**src/hw/ams_consts.svh**
```systemverilog
// Register offsets, field positions and frame timing of the input sequencer
`ifndef AMS_CONSTS_SVH
`define AMS_CONSTS_SVH

`define AMS_ADDR_FRAME_CTRL 16'h2100
`define AMS_ADDR_STATUS 16'h2101
`define AMS_ADDR_SEL_UPPER 16'h2104
`define AMS_ADDR_SEL_LOWER 16'h2105
`define AMS_ADDR_EQU_CFG 16'h2106
`define AMS_ADDR_PAIR_CFG 16'h210c
`define AMS_ADDR_CLK_CFG 16'h2200
`define AMS_ADDR_RMT_CFG 16'h2709

`define AMS_CNT_HI 7
`define AMS_CNT_LO 4
`define AMS_SEL_EVEN_HI 3
`define AMS_SEL_EVEN_LO 0
`define AMS_SEL_ODD_HI 7
`define AMS_SEL_ODD_LO 4
`define AMS_EQU_HI 7
`define AMS_EQU_LO 5
`define AMS_CHOP_HI 3
`define AMS_CHOP_LO 2
`define AMS_DIFFB_BIT 5
`define AMS_DIFFA_BIT 4
`define AMS_FIR_HI 2
`define AMS_FIR_LO 1
`define AMS_HALF_BIT 5
`define AMS_FAST_BIT 4
`define AMS_RMT_BIT 3

`define AMS_REG_RESET 8'h00
`define AMS_FRAME_TICKS 4'hd
`define AMS_SLOT_TICKS 2'h3
`define AMS_MAX_SLOTS_FOUR 3'h4
`define AMS_MAX_SLOTS_THREE 3'h3

`endif

```
**src/hw/ams_pkg.sv**
```systemverilog
// Types shared by the input sequencer and its users
package ams_pkg;

  typedef enum logic [1:0] {
    AMS_IDLE = 2'b00,
    AMS_SLOT = 2'b01,
    AMS_TAIL = 2'b10
  } ams_state_t;

  typedef struct packed {
    logic [2:0] equationSelect;
    logic [1:0] chopMode;
    logic [1:0] filterLengthCode;
    logic firstPairDifferentialEnable;
    logic secondPairDifferentialEnable;
    logic halfRate;
    logic fastPll;
    logic remoteSensorEnable;
  } ams_cfg_t;

  typedef struct packed {
    logic active;
    logic [1:0] slot;
    logic [3:0] source;
  } ams_conv_t;

endpackage : ams_pkg

```
**src/hw/ams_sequencer.sv**
```systemverilog
// Input multiplexer frame sequencer with its I/O RAM control registers
`timescale 1ns/1ps
`default_nettype none
`include "ams_consts.svh"

// Notes on behaviour
// - Inputs reach the converter one at a time; one pass is a frame.
// - Frame starts at first slot; after state-count slots converted it waits in tail until its last tick.
// - Three-input variant converts at most three slots per frame.
// - Four-input variant also allows a fourth slot per frame.
// - Frame lasts 13 slow-clock cycles; states begin on its rising edge.
module ams_sequencer #(
  parameter bit FourInput = 1'b1
) (
  input wire logic clk,
  input wire logic nrst,
  input wire logic slowClock32k,
  input wire logic [15:0] ioAddr,
  input wire logic [7:0] ioWriteData,
  input wire logic ioWrite,
  input wire logic ioRead,
  output logic [7:0] ioReadData,
  output ams_pkg::ams_conv_t conv,
  output logic frameStart,
  output logic slotStart,
  output ams_pkg::ams_cfg_t cfg
);
  import ams_pkg::*;

  // ----------------------------------------
  // Slow clock synchroniser and edge
  // ----------------------------------------
  logic ckSync1, ckSync2, ckSync3, ckLevel;
  logic next_ckLevel;
  logic tick;

  always_comb begin
    next_ckLevel = (ckSync2 == ckSync3) ? ckSync3 : ckLevel;
    tick = (ckSync2 == ckSync3) && ckSync3 && !ckLevel;
  end

  always_ff @(posedge clk or negedge nrst) begin
    if (!nrst) begin
      ckSync1 <= 1'b0;
      ckSync2 <= 1'b0;
      ckSync3 <= 1'b0;
      ckLevel <= 1'b0;
    end else begin
      ckSync1 <= slowClock32k;
      ckSync2 <= ckSync1;
      ckSync3 <= ckSync2;
      ckLevel <= next_ckLevel;
    end
  end

  // ----------------------------------------
  // Control registers
  // ----------------------------------------
  logic [7:0] frameCtrl, selUpper, selLower, equCfg, pairCfg, clkCfg, rmtCfg;
  logic [7:0] next_frameCtrl, next_selUpper, next_selLower, next_equCfg;
  logic [7:0] next_pairCfg, next_clkCfg, next_rmtCfg, next_ioReadData;
  ams_cfg_t next_cfg;
  ams_state_t state, next_state;
  logic [1:0] slot, next_slot;

  always_comb begin
    next_frameCtrl = frameCtrl;
    next_selUpper = selUpper;
    next_selLower = selLower;
    next_equCfg = equCfg;
    next_pairCfg = pairCfg;
    next_clkCfg = clkCfg;
    next_rmtCfg = rmtCfg;
    if (ioWrite) begin
      case (ioAddr)
        `AMS_ADDR_FRAME_CTRL: next_frameCtrl = ioWriteData;
        `AMS_ADDR_SEL_UPPER: next_selUpper = ioWriteData;
        `AMS_ADDR_SEL_LOWER: next_selLower = ioWriteData;
        `AMS_ADDR_EQU_CFG: next_equCfg = ioWriteData;
        `AMS_ADDR_PAIR_CFG: next_pairCfg = ioWriteData;
        `AMS_ADDR_CLK_CFG: next_clkCfg = ioWriteData;
        `AMS_ADDR_RMT_CFG: next_rmtCfg = ioWriteData;
        default: ;
      endcase
    end
    next_ioReadData = ioReadData;
    if (ioRead) begin
      case (ioAddr)
        `AMS_ADDR_FRAME_CTRL: next_ioReadData = frameCtrl;
        `AMS_ADDR_STATUS: next_ioReadData = {4'h0, state != AMS_IDLE, state == AMS_SLOT, slot};
        `AMS_ADDR_SEL_UPPER: next_ioReadData = selUpper;
        `AMS_ADDR_SEL_LOWER: next_ioReadData = selLower;
        `AMS_ADDR_EQU_CFG: next_ioReadData = equCfg;
        `AMS_ADDR_PAIR_CFG: next_ioReadData = pairCfg;
        `AMS_ADDR_CLK_CFG: next_ioReadData = clkCfg;
        `AMS_ADDR_RMT_CFG: next_ioReadData = rmtCfg;
        default: next_ioReadData = 8'h00;
      endcase
    end
    next_cfg.equationSelect = next_equCfg[`AMS_EQU_HI:`AMS_EQU_LO];
    next_cfg.chopMode = next_equCfg[`AMS_CHOP_HI:`AMS_CHOP_LO];
    next_cfg.filterLengthCode = next_pairCfg[`AMS_FIR_HI:`AMS_FIR_LO];
    next_cfg.firstPairDifferentialEnable = next_pairCfg[`AMS_DIFFA_BIT];
    next_cfg.secondPairDifferentialEnable = next_pairCfg[`AMS_DIFFB_BIT];
    next_cfg.halfRate = next_clkCfg[`AMS_HALF_BIT];
    next_cfg.fastPll = next_clkCfg[`AMS_FAST_BIT];
    next_cfg.remoteSensorEnable = next_rmtCfg[`AMS_RMT_BIT];
  end

  always_ff @(posedge clk or negedge nrst) begin
    if (!nrst) begin
      frameCtrl <= `AMS_REG_RESET;
      selUpper <= `AMS_REG_RESET;
      selLower <= `AMS_REG_RESET;
      equCfg <= `AMS_REG_RESET;
      pairCfg <= `AMS_REG_RESET;
      clkCfg <= `AMS_REG_RESET;
      rmtCfg <= `AMS_REG_RESET;
      ioReadData <= `AMS_REG_RESET;
      cfg <= '0;
    end else begin
      frameCtrl <= next_frameCtrl;
      selUpper <= next_selUpper;
      selLower <= next_selLower;
      equCfg <= next_equCfg;
      pairCfg <= next_pairCfg;
      clkCfg <= next_clkCfg;
      rmtCfg <= next_rmtCfg;
      ioReadData <= next_ioReadData;
      cfg <= next_cfg;
    end
  end

  // ----------------------------------------
  // Frame sequencer
  // ----------------------------------------
  logic [3:0] tickCnt, next_tickCnt;
  logic [1:0] slotTick, next_slotTick;
  logic [2:0] slotsInFrame, next_slotsInFrame;
  logic [3:0] stateCount;
  ams_conv_t next_conv;
  logic next_frameStart, next_slotStart;

  // Slot selects live two per byte, slot 0 in the low nibble of the lower byte
  function automatic logic [3:0] slotSource(input logic [1:0] idx, input logic [7:0] lo, input logic [7:0] hi);
    case (idx)
      2'h0: slotSource = lo[`AMS_SEL_EVEN_HI:`AMS_SEL_EVEN_LO];
      2'h1: slotSource = lo[`AMS_SEL_ODD_HI:`AMS_SEL_ODD_LO];
      2'h2: slotSource = hi[`AMS_SEL_EVEN_HI:`AMS_SEL_EVEN_LO];
      default: slotSource = hi[`AMS_SEL_ODD_HI:`AMS_SEL_ODD_LO];
    endcase
  endfunction : slotSource

  // Counts above the variant's input count are clipped, not wrapped
  function automatic logic [2:0] clampCount(input logic [3:0] cnt);
    logic [2:0] maxSlots;
    maxSlots = FourInput ? `AMS_MAX_SLOTS_FOUR : `AMS_MAX_SLOTS_THREE;
    clampCount = (cnt > {1'b0, maxSlots}) ? maxSlots : cnt[2:0];
  endfunction : clampCount

  always_comb begin
    stateCount = frameCtrl[`AMS_CNT_HI:`AMS_CNT_LO];
    next_state = state;
    next_tickCnt = tickCnt;
    next_slot = slot;
    next_slotTick = slotTick;
    next_slotsInFrame = slotsInFrame;
    next_frameStart = 1'b0;
    next_slotStart = 1'b0;
    if (tick) begin
      if (state == AMS_IDLE || tickCnt == `AMS_FRAME_TICKS - 4'h1) begin
        // Count sampled only at frame start, so a rewrite never cuts a frame
        if (stateCount != 4'h0) begin
          next_state = AMS_SLOT;
          next_tickCnt = 4'h0;
          next_slot = 2'h0;
          next_slotTick = 2'h0;
          next_slotsInFrame = clampCount(stateCount);
          next_frameStart = 1'b1;
          next_slotStart = 1'b1;
        end else begin
          next_state = AMS_IDLE;
        end
      end else begin
        next_tickCnt = tickCnt + 4'h1;
        case (state)
          AMS_SLOT: begin
            if (slotTick == `AMS_SLOT_TICKS - 2'h1) begin
              next_slotTick = 2'h0;
              if ({1'b0, slot} + 3'h1 == slotsInFrame) begin
                next_state = AMS_TAIL;
              end else begin
                next_slot = slot + 2'h1;
                next_slotStart = 1'b1;
              end
            end else begin
              next_slotTick = slotTick + 2'h1;
            end
          end
          AMS_TAIL: next_state = AMS_TAIL;
          default: next_state = AMS_IDLE;
        endcase
      end
    end
    next_conv.active = (next_state == AMS_SLOT);
    next_conv.slot = next_slot;
    next_conv.source = slotSource(next_slot, selLower, selUpper);
  end

  always_ff @(posedge clk or negedge nrst) begin
    if (!nrst) begin
      state <= AMS_IDLE;
      tickCnt <= 4'h0;
      slot <= 2'h0;
      slotTick <= 2'h0;
      slotsInFrame <= 3'h0;
      conv <= '0;
      frameStart <= 1'b0;
      slotStart <= 1'b0;
    end else begin
      state <= next_state;
      tickCnt <= next_tickCnt;
      slot <= next_slot;
      slotTick <= next_slotTick;
      slotsInFrame <= next_slotsInFrame;
      conv <= next_conv;
      frameStart <= next_frameStart;
      slotStart <= next_slotStart;
    end
  end

endmodule : ams_sequencer
`default_nettype wire

```
**config.mk**
```make
export PLATFORM = sky130hd
export DESIGN_NAME = ams_sequencer
export DESIGN_NICKNAME = d
export VERILOG_FILES = /design/src/hw/ams_pkg.sv /design/src/hw/ams_sequencer.sv
export VERILOG_INCLUDE_DIRS = /design/src /design/src/hw
export SDC_FILE = /design/constraint.sdc
export NUM_CORES = 1
export LEC_CHECK = 0
export ABC_AREA = 1
export BUFFER_PORTS_ARGS = -buffer_cell sky130_fd_sc_hd__buf_2
export CAP_MARGIN = 40
export CORE_UTILIZATION = 52
export DETAILED_ROUTE_END_ITERATION = 7
export GPL_ROUTABILITY_DRIVEN = 1
export PLACE_DENSITY_LB_ADDON = 0.3
export SYNTH_ARGS = -nofsm -noshare
export SYNTH_HDL_FRONTEND = slang
export SYNTH_SLANG_ARGS = --single-unit
```
**constraint.sdc**
```tcl
create_clock -name clk -period 1.83 [get_ports clk]
set_input_delay 0 -clock clk [delete_from_list [all_inputs] [get_ports clk]]
set_output_delay 0 -clock clk [all_outputs]
set_load 0.03 [all_outputs]
```
# Yosys cells after proc, flatten, opt, wreduce, memory -nomap -nowiden
# Cells that the tools add are included.
dict set report classes {
  n_addsub 4
  magnitude_cmp 1
  n_eq_ne 18
  muxes 35
  n_reduce_logical 19
}
# cell n
set op_table {}
lappend op_table {{16-bit by 14-bit == test with 1-bit output, second input constant} 8}
lappend op_table {{8-bit case mux with 8 select lines} 1}
lappend op_table {{2-bit 2-to-1 mux} 14}
lappend op_table {{6-bit 2-to-1 mux} 4}
lappend op_table {{8-bit 2-to-1 mux} 2}
lappend op_table {{2-bit AND reduction} 8}
lappend op_table {{4-bit case mux with 3 select lines} 1}
lappend op_table {{1-bit 2-to-1 mux} 9}
lappend op_table {{4-bit 2-to-1 mux} 2}
lappend op_table {{2-bit by 1-bit == test with 1-bit output, second input constant} 3}
lappend op_table {{2-bit == test, second input constant} 3}
lappend op_table {{3-bit AND reduction} 2}
lappend op_table {{2-bit by 1-bit adder with 2-bit output, second input constant} 2}
lappend op_table {{4-bit by 1-bit adder with 4-bit output, second input constant} 1}
lappend op_table {{4-bit == test, second input constant} 1}
lappend op_table {{4-bit by 3-bit > comparator with 1-bit output, second input constant} 1}
lappend op_table {{2-bit logical NOT} 2}
lappend op_table {{2-bit case mux with 2 select lines} 1}
lappend op_table {{2-bit nonzero test} 2}
lappend op_table {{4-bit nonzero test} 1}
lappend op_table {{2-bit by 1-bit adder with 3-bit output, second input constant} 1}
lappend op_table {{3-bit == test} 1}
lappend op_table {{3-bit 2-to-1 mux} 1}
lappend op_table {{1-bit logical AND} 2}
lappend op_table {{other kinds (4)} 4}
dict set report totals {
  ff_bits 99
  in_bits 29
  word_cells 109
}

# Logic depth before layout (Yosys ltp)
dict set report logic_depth {
  ltp_word 9
  ltp_mapped 12
}

# Least setup slack after synthesis
# Ideal clock, no wire load.
dict set report synth_timing {
  path_type {reg2reg}
  startpoint {reg slot[0]}
  endpoint {reg conv[0] in the netlist's numbering}
  setup_time_ps 130
  arrival_time_ps 1798
  required_time_ps 1700
  path_slack_ps -98
  stages_incl_launch_ff 11
  n_path_buf 1
  synth_period_minus_slack_ps 1928
  path_cell_list {dfrtp_1 > ha_1 > xnor2_1 > nand3_1 > nand3_2 > nand3_1 > nand2_1 > buf_2 > nor2_2 > nand2_1 > nand4_1}
}
# element line_no
set synth_lines {}
lappend synth_lines {{start: declaration} ams_sequencer.sv:64} ;# logic [1:0] slot, next_slot;
lappend synth_lines {{start signal: assignment} ams_sequencer.sv:223} ;# slot <= next_slot;
lappend synth_lines {{end signal: assignment} ams_sequencer.sv:226} ;# conv <= next_conv;
lappend synth_lines {{end: declaration} ams_sequencer.sv:23} ;# output ams_pkg::ams_conv_t conv,

==> impl_metrics.csv <==
group,metric,value,unit
drt,vias,3801,
worst_setup_path,critPathLaunchType,"flip-flop",
global_routing,grt_pass1_vias,3640,
floorplanning,die_h,94.3,um
place,post-dp-hpwl,7550,um
worst_setup_path,required,2.11,ns
place,dpl_cell_area,0.00482,mm^2
synthesis,syn-num-nets,544,
clocking,htreeDepth,3,
worst_setup_path,cp_data_arrival_time,2.08,ns
clocking,cts-root-buf,"clkbuf_8",
place,dp.cells,662,
floorplanning,core_region_area,0.00822,mm^2
floorplanning,die_x,94.3,um
power,ir_drop,0.450,mV
global_routing,track_usage,26.4,%
drt,routedWlPerCell,15.8,um
drt,drt_iter0_drc,240,
place,port_buffers,57,
drt,wl,10800,um
floorplanning,start_util,54.0,%
clocking,clkTransAtPathRegs,0.10,ns
drt,vias_per_cell,5.56,
drt,drc_errors,0,
worst_setup_path,path_max_fanout,7,
synthesis,synth.area.top_cells,"dfrtp_1 50%, nand2_1 11%, nand3_1 7.9%",
final_layout,antennaDiodeCount,0,
global_routing,antenna_found_initial,0,
final_layout,seq_area,0.00220,mm^2
clocking,cts_sinks,88,
sta,min_period,1.79,ns
final_layout,fin_cells,684,
sta,worstMarginPinSlew,0.600,ns
sta,fin_setup_tns,0,ns
final_layout,layout.nets,610,
worst_setup_path,worstPathCellList,"ha_4, xnor2_4, nand3_2, nand3_4, nand2_1, nand2_1, nand2_4, nor2_2, nand2_1, nand4_1",
synthesis,ys.flop_type,"dfrtp_1",
floorplanning,die_area,0.00890,mm^2
drt,first_pass_iters,5,
sta,hold_viol,0,
final_layout,drive_gt1_share,26.6,%
sta,maxSlewViolCount,0,
synthesis,post_synth.cell_area_avg,8.73,um^2
synthesis,ys_warn_count,0,
power,leakagePower,2.56,nW
synthesis,synth_top_area_share,49.7,%
synthesis,ys_seq_elements,88,
sta,fmax,558,MHz
final_layout,finalInstanceArea,0.00516,mm^2
worst_setup_path,crit_top_cell,"nand2_1",
final_layout,nFillCells,699,
clocking,cts_buffers,9,
synthesis,ys_async_sr_fraction,100,%
synthesis,syn_area,0.00443,mm^2
job,cap_violations,0,
sta,setup_viol,0,
synthesis,ys_seq_area_share,49.7,%
power,power,3.38,mW
worst_setup_path,cp_slowest_cell,"dfrtp_2",
hold_path,hp-class,"in -> reg",
global_routing,grt_start_max_net_pins,44,
floorplanning,rows,33,
synthesis,yosysUniqueCellTypes,35,
sta,relSlewSlack,59.8,%
synthesis,syn_inst,508,
clocking,clockBufferDepth,2,
run_status,status,"complete, no violations",
synthesis,synth_top_area_cell,"dfrtp_1",
sta,finalCritPeriodShare,98.0,%
worst_setup_path,cp-end-kind,"flip-flop",
global_routing,grt_overflow,0,
global_routing,grt_pass1_wl,17700,um
final_layout,area_delta_synth_final,16.4,%
clocking,cts_tree,"yes",
clocking,clkLatencyLatePin,0.36,ns
worst_setup_path,slowest_delay,0.43,ns
synthesis,synth_edf_count,0,
floorplanning,ioPinCount,58,
final_layout,multi_input_area,0.00198,mm^2
worst_setup_path,crit_type,"reg -> reg",
power,power_density,655,mW/mm^2
place,gp_congestion,0.896,
sta,clock-skew-final,0.0101,ns
drt,antenna_left,0,
## layer usage
metal	routed length [um]	part of all wire, %	up-vias	track usage, %
li1	-	-	1827	-
met2	5330	49	123	43.4
met1	4600	43	1830	34.7
met4	226	2.1	0	10.8
met3	613	5.7	21	4.43
met5	0	0	-	0
## kinds of logic (layout without fill, tap and decap cells)
kind of cell / Yosys count / after routing / share of synthesized area (%)
compound gates: 79 / 79 / 10.4
simple gates: 263 / 263 / 29.5
mux: 1 / 1 / 0.254
buf+inv: 69 / 140 / 8.04
flops: 88 / 88 / 49.7
xor+xnor: 1 / 1 / 0.198
fa+ha+maj: 7 / 7 / 1.98
## per-stage QoR
step           util [%]  setup slack, ns  hold WS, ns
3_5_place_dp       58.7          -0.0904       0.0300
3_3_place_gp       58.7           0.0500       0.0261
6_report           62.8           0.0366       0.0169
4_1_cts            61.6          0.00334       0.0102
2_1_floorplan         -          0.00133       -0.296
5_1_grt            62.8          -0.0479       0.0479
## worst paths after layout
check                      depth (start not counted)                          end  slack [ns]               from
setup / recovery                                  10            conv[1]$_DFF_PN0_        0.04  slot[1]$_DFF_PN0_
hold / removal                                     3        clkCfg[4]$_DFFE_PN0P_        0.02     ioWriteData[4]
setup reg to reg                                  10            conv[1]$_DFF_PN0_        0.04  slot[1]$_DFF_PN0_
hold reg to reg                                    0            ckSync2$_DFF_PN0_        0.36  ckSync1$_DFF_PN0_
max in group asynchronous                          3    ioReadData[5]$_DFFE_PN0P_        1.08               nrst
min in group asynchronous                          2  slotsInFrame[2]$_DFFE_PN0P_        0.17               nrst
## cell usage after synthesis (all sizes together), types with 2 or more instances
master  number
nand2      131
dfrtp       88
nand3       74
o21ai       71
inv         43
nor2        27
buf         25
nand4       20
ha           7
nor3         7
a21oi        5
o22ai        2
## layout by cell type (no fill, tap or decap), types with 5 or more instances in the layout
master,instances
buf_2,56
clkbuf_8,10
nor2_2,8
nand2_1,123
ha_1,5
inv_2,5
dfrtp_1,86
o21ai_1,14
nand4_1,19
inv_1,38
a21oi_1,5
nor2_4,5
nand3_1,67
nor2_1,14
o21ai_0,41
o21ai_2,16
buf_4,19
## sequential cells by signal (all words and copies together), names as in the netlist, 3 cells and up
signal,cells
cfg,4
clkCfg,8
conv,5
equCfg,5
frameCtrl,8
ioReadData,8
pairCfg,7
rmtCfg,8
selLower,8
selUpper,8
slotsInFrame,3
tickCnt,4
## report_power, final
group          internal (mW)  switching (mW)  leakage, nW  total [mW]
Clock                  0.535           0.708       0.0962        1.24
Combinational         0.0561           0.123         1.24       0.179
Sequential              1.95         0.00534         1.22        1.96
## final cells by class
| class | instances | area share (%) |
|---|---|---|
| well taps | 105 | 2.55 |
| clock buffers | 10 | 2.67 |
| multi-input cells | 351 | 38.3 |
| inverters | 43 | 3.13 |
| flip-flops and latches | 88 | 42.7 |
| repair buffers | 81 | 9.75 |
| clock inverters | 6 | 0.873 |
## what timing repair did
action                     in CTS  in global routing
resized for setup               3                 19
pin swaps                       1                  7
setup endpoints to repair       4                  9
hold endpoints to repair       48                  0
hold buffers                    4                  0
buffers inserted                0                  2
## critical path: cells and delay by family, from the launching register on
| kind | cells | cell delay, ns |
|---|---|---|
| adder cells (fa/ha/maj) | 1 | 0.31 |
| XOR/XNOR | 1 | 0.12 |
| AND/OR/NAND/NOR | 8 | 0.85 |
| flip-flops | 1 | 0.43 |
(Power assumes the default switching activity.)
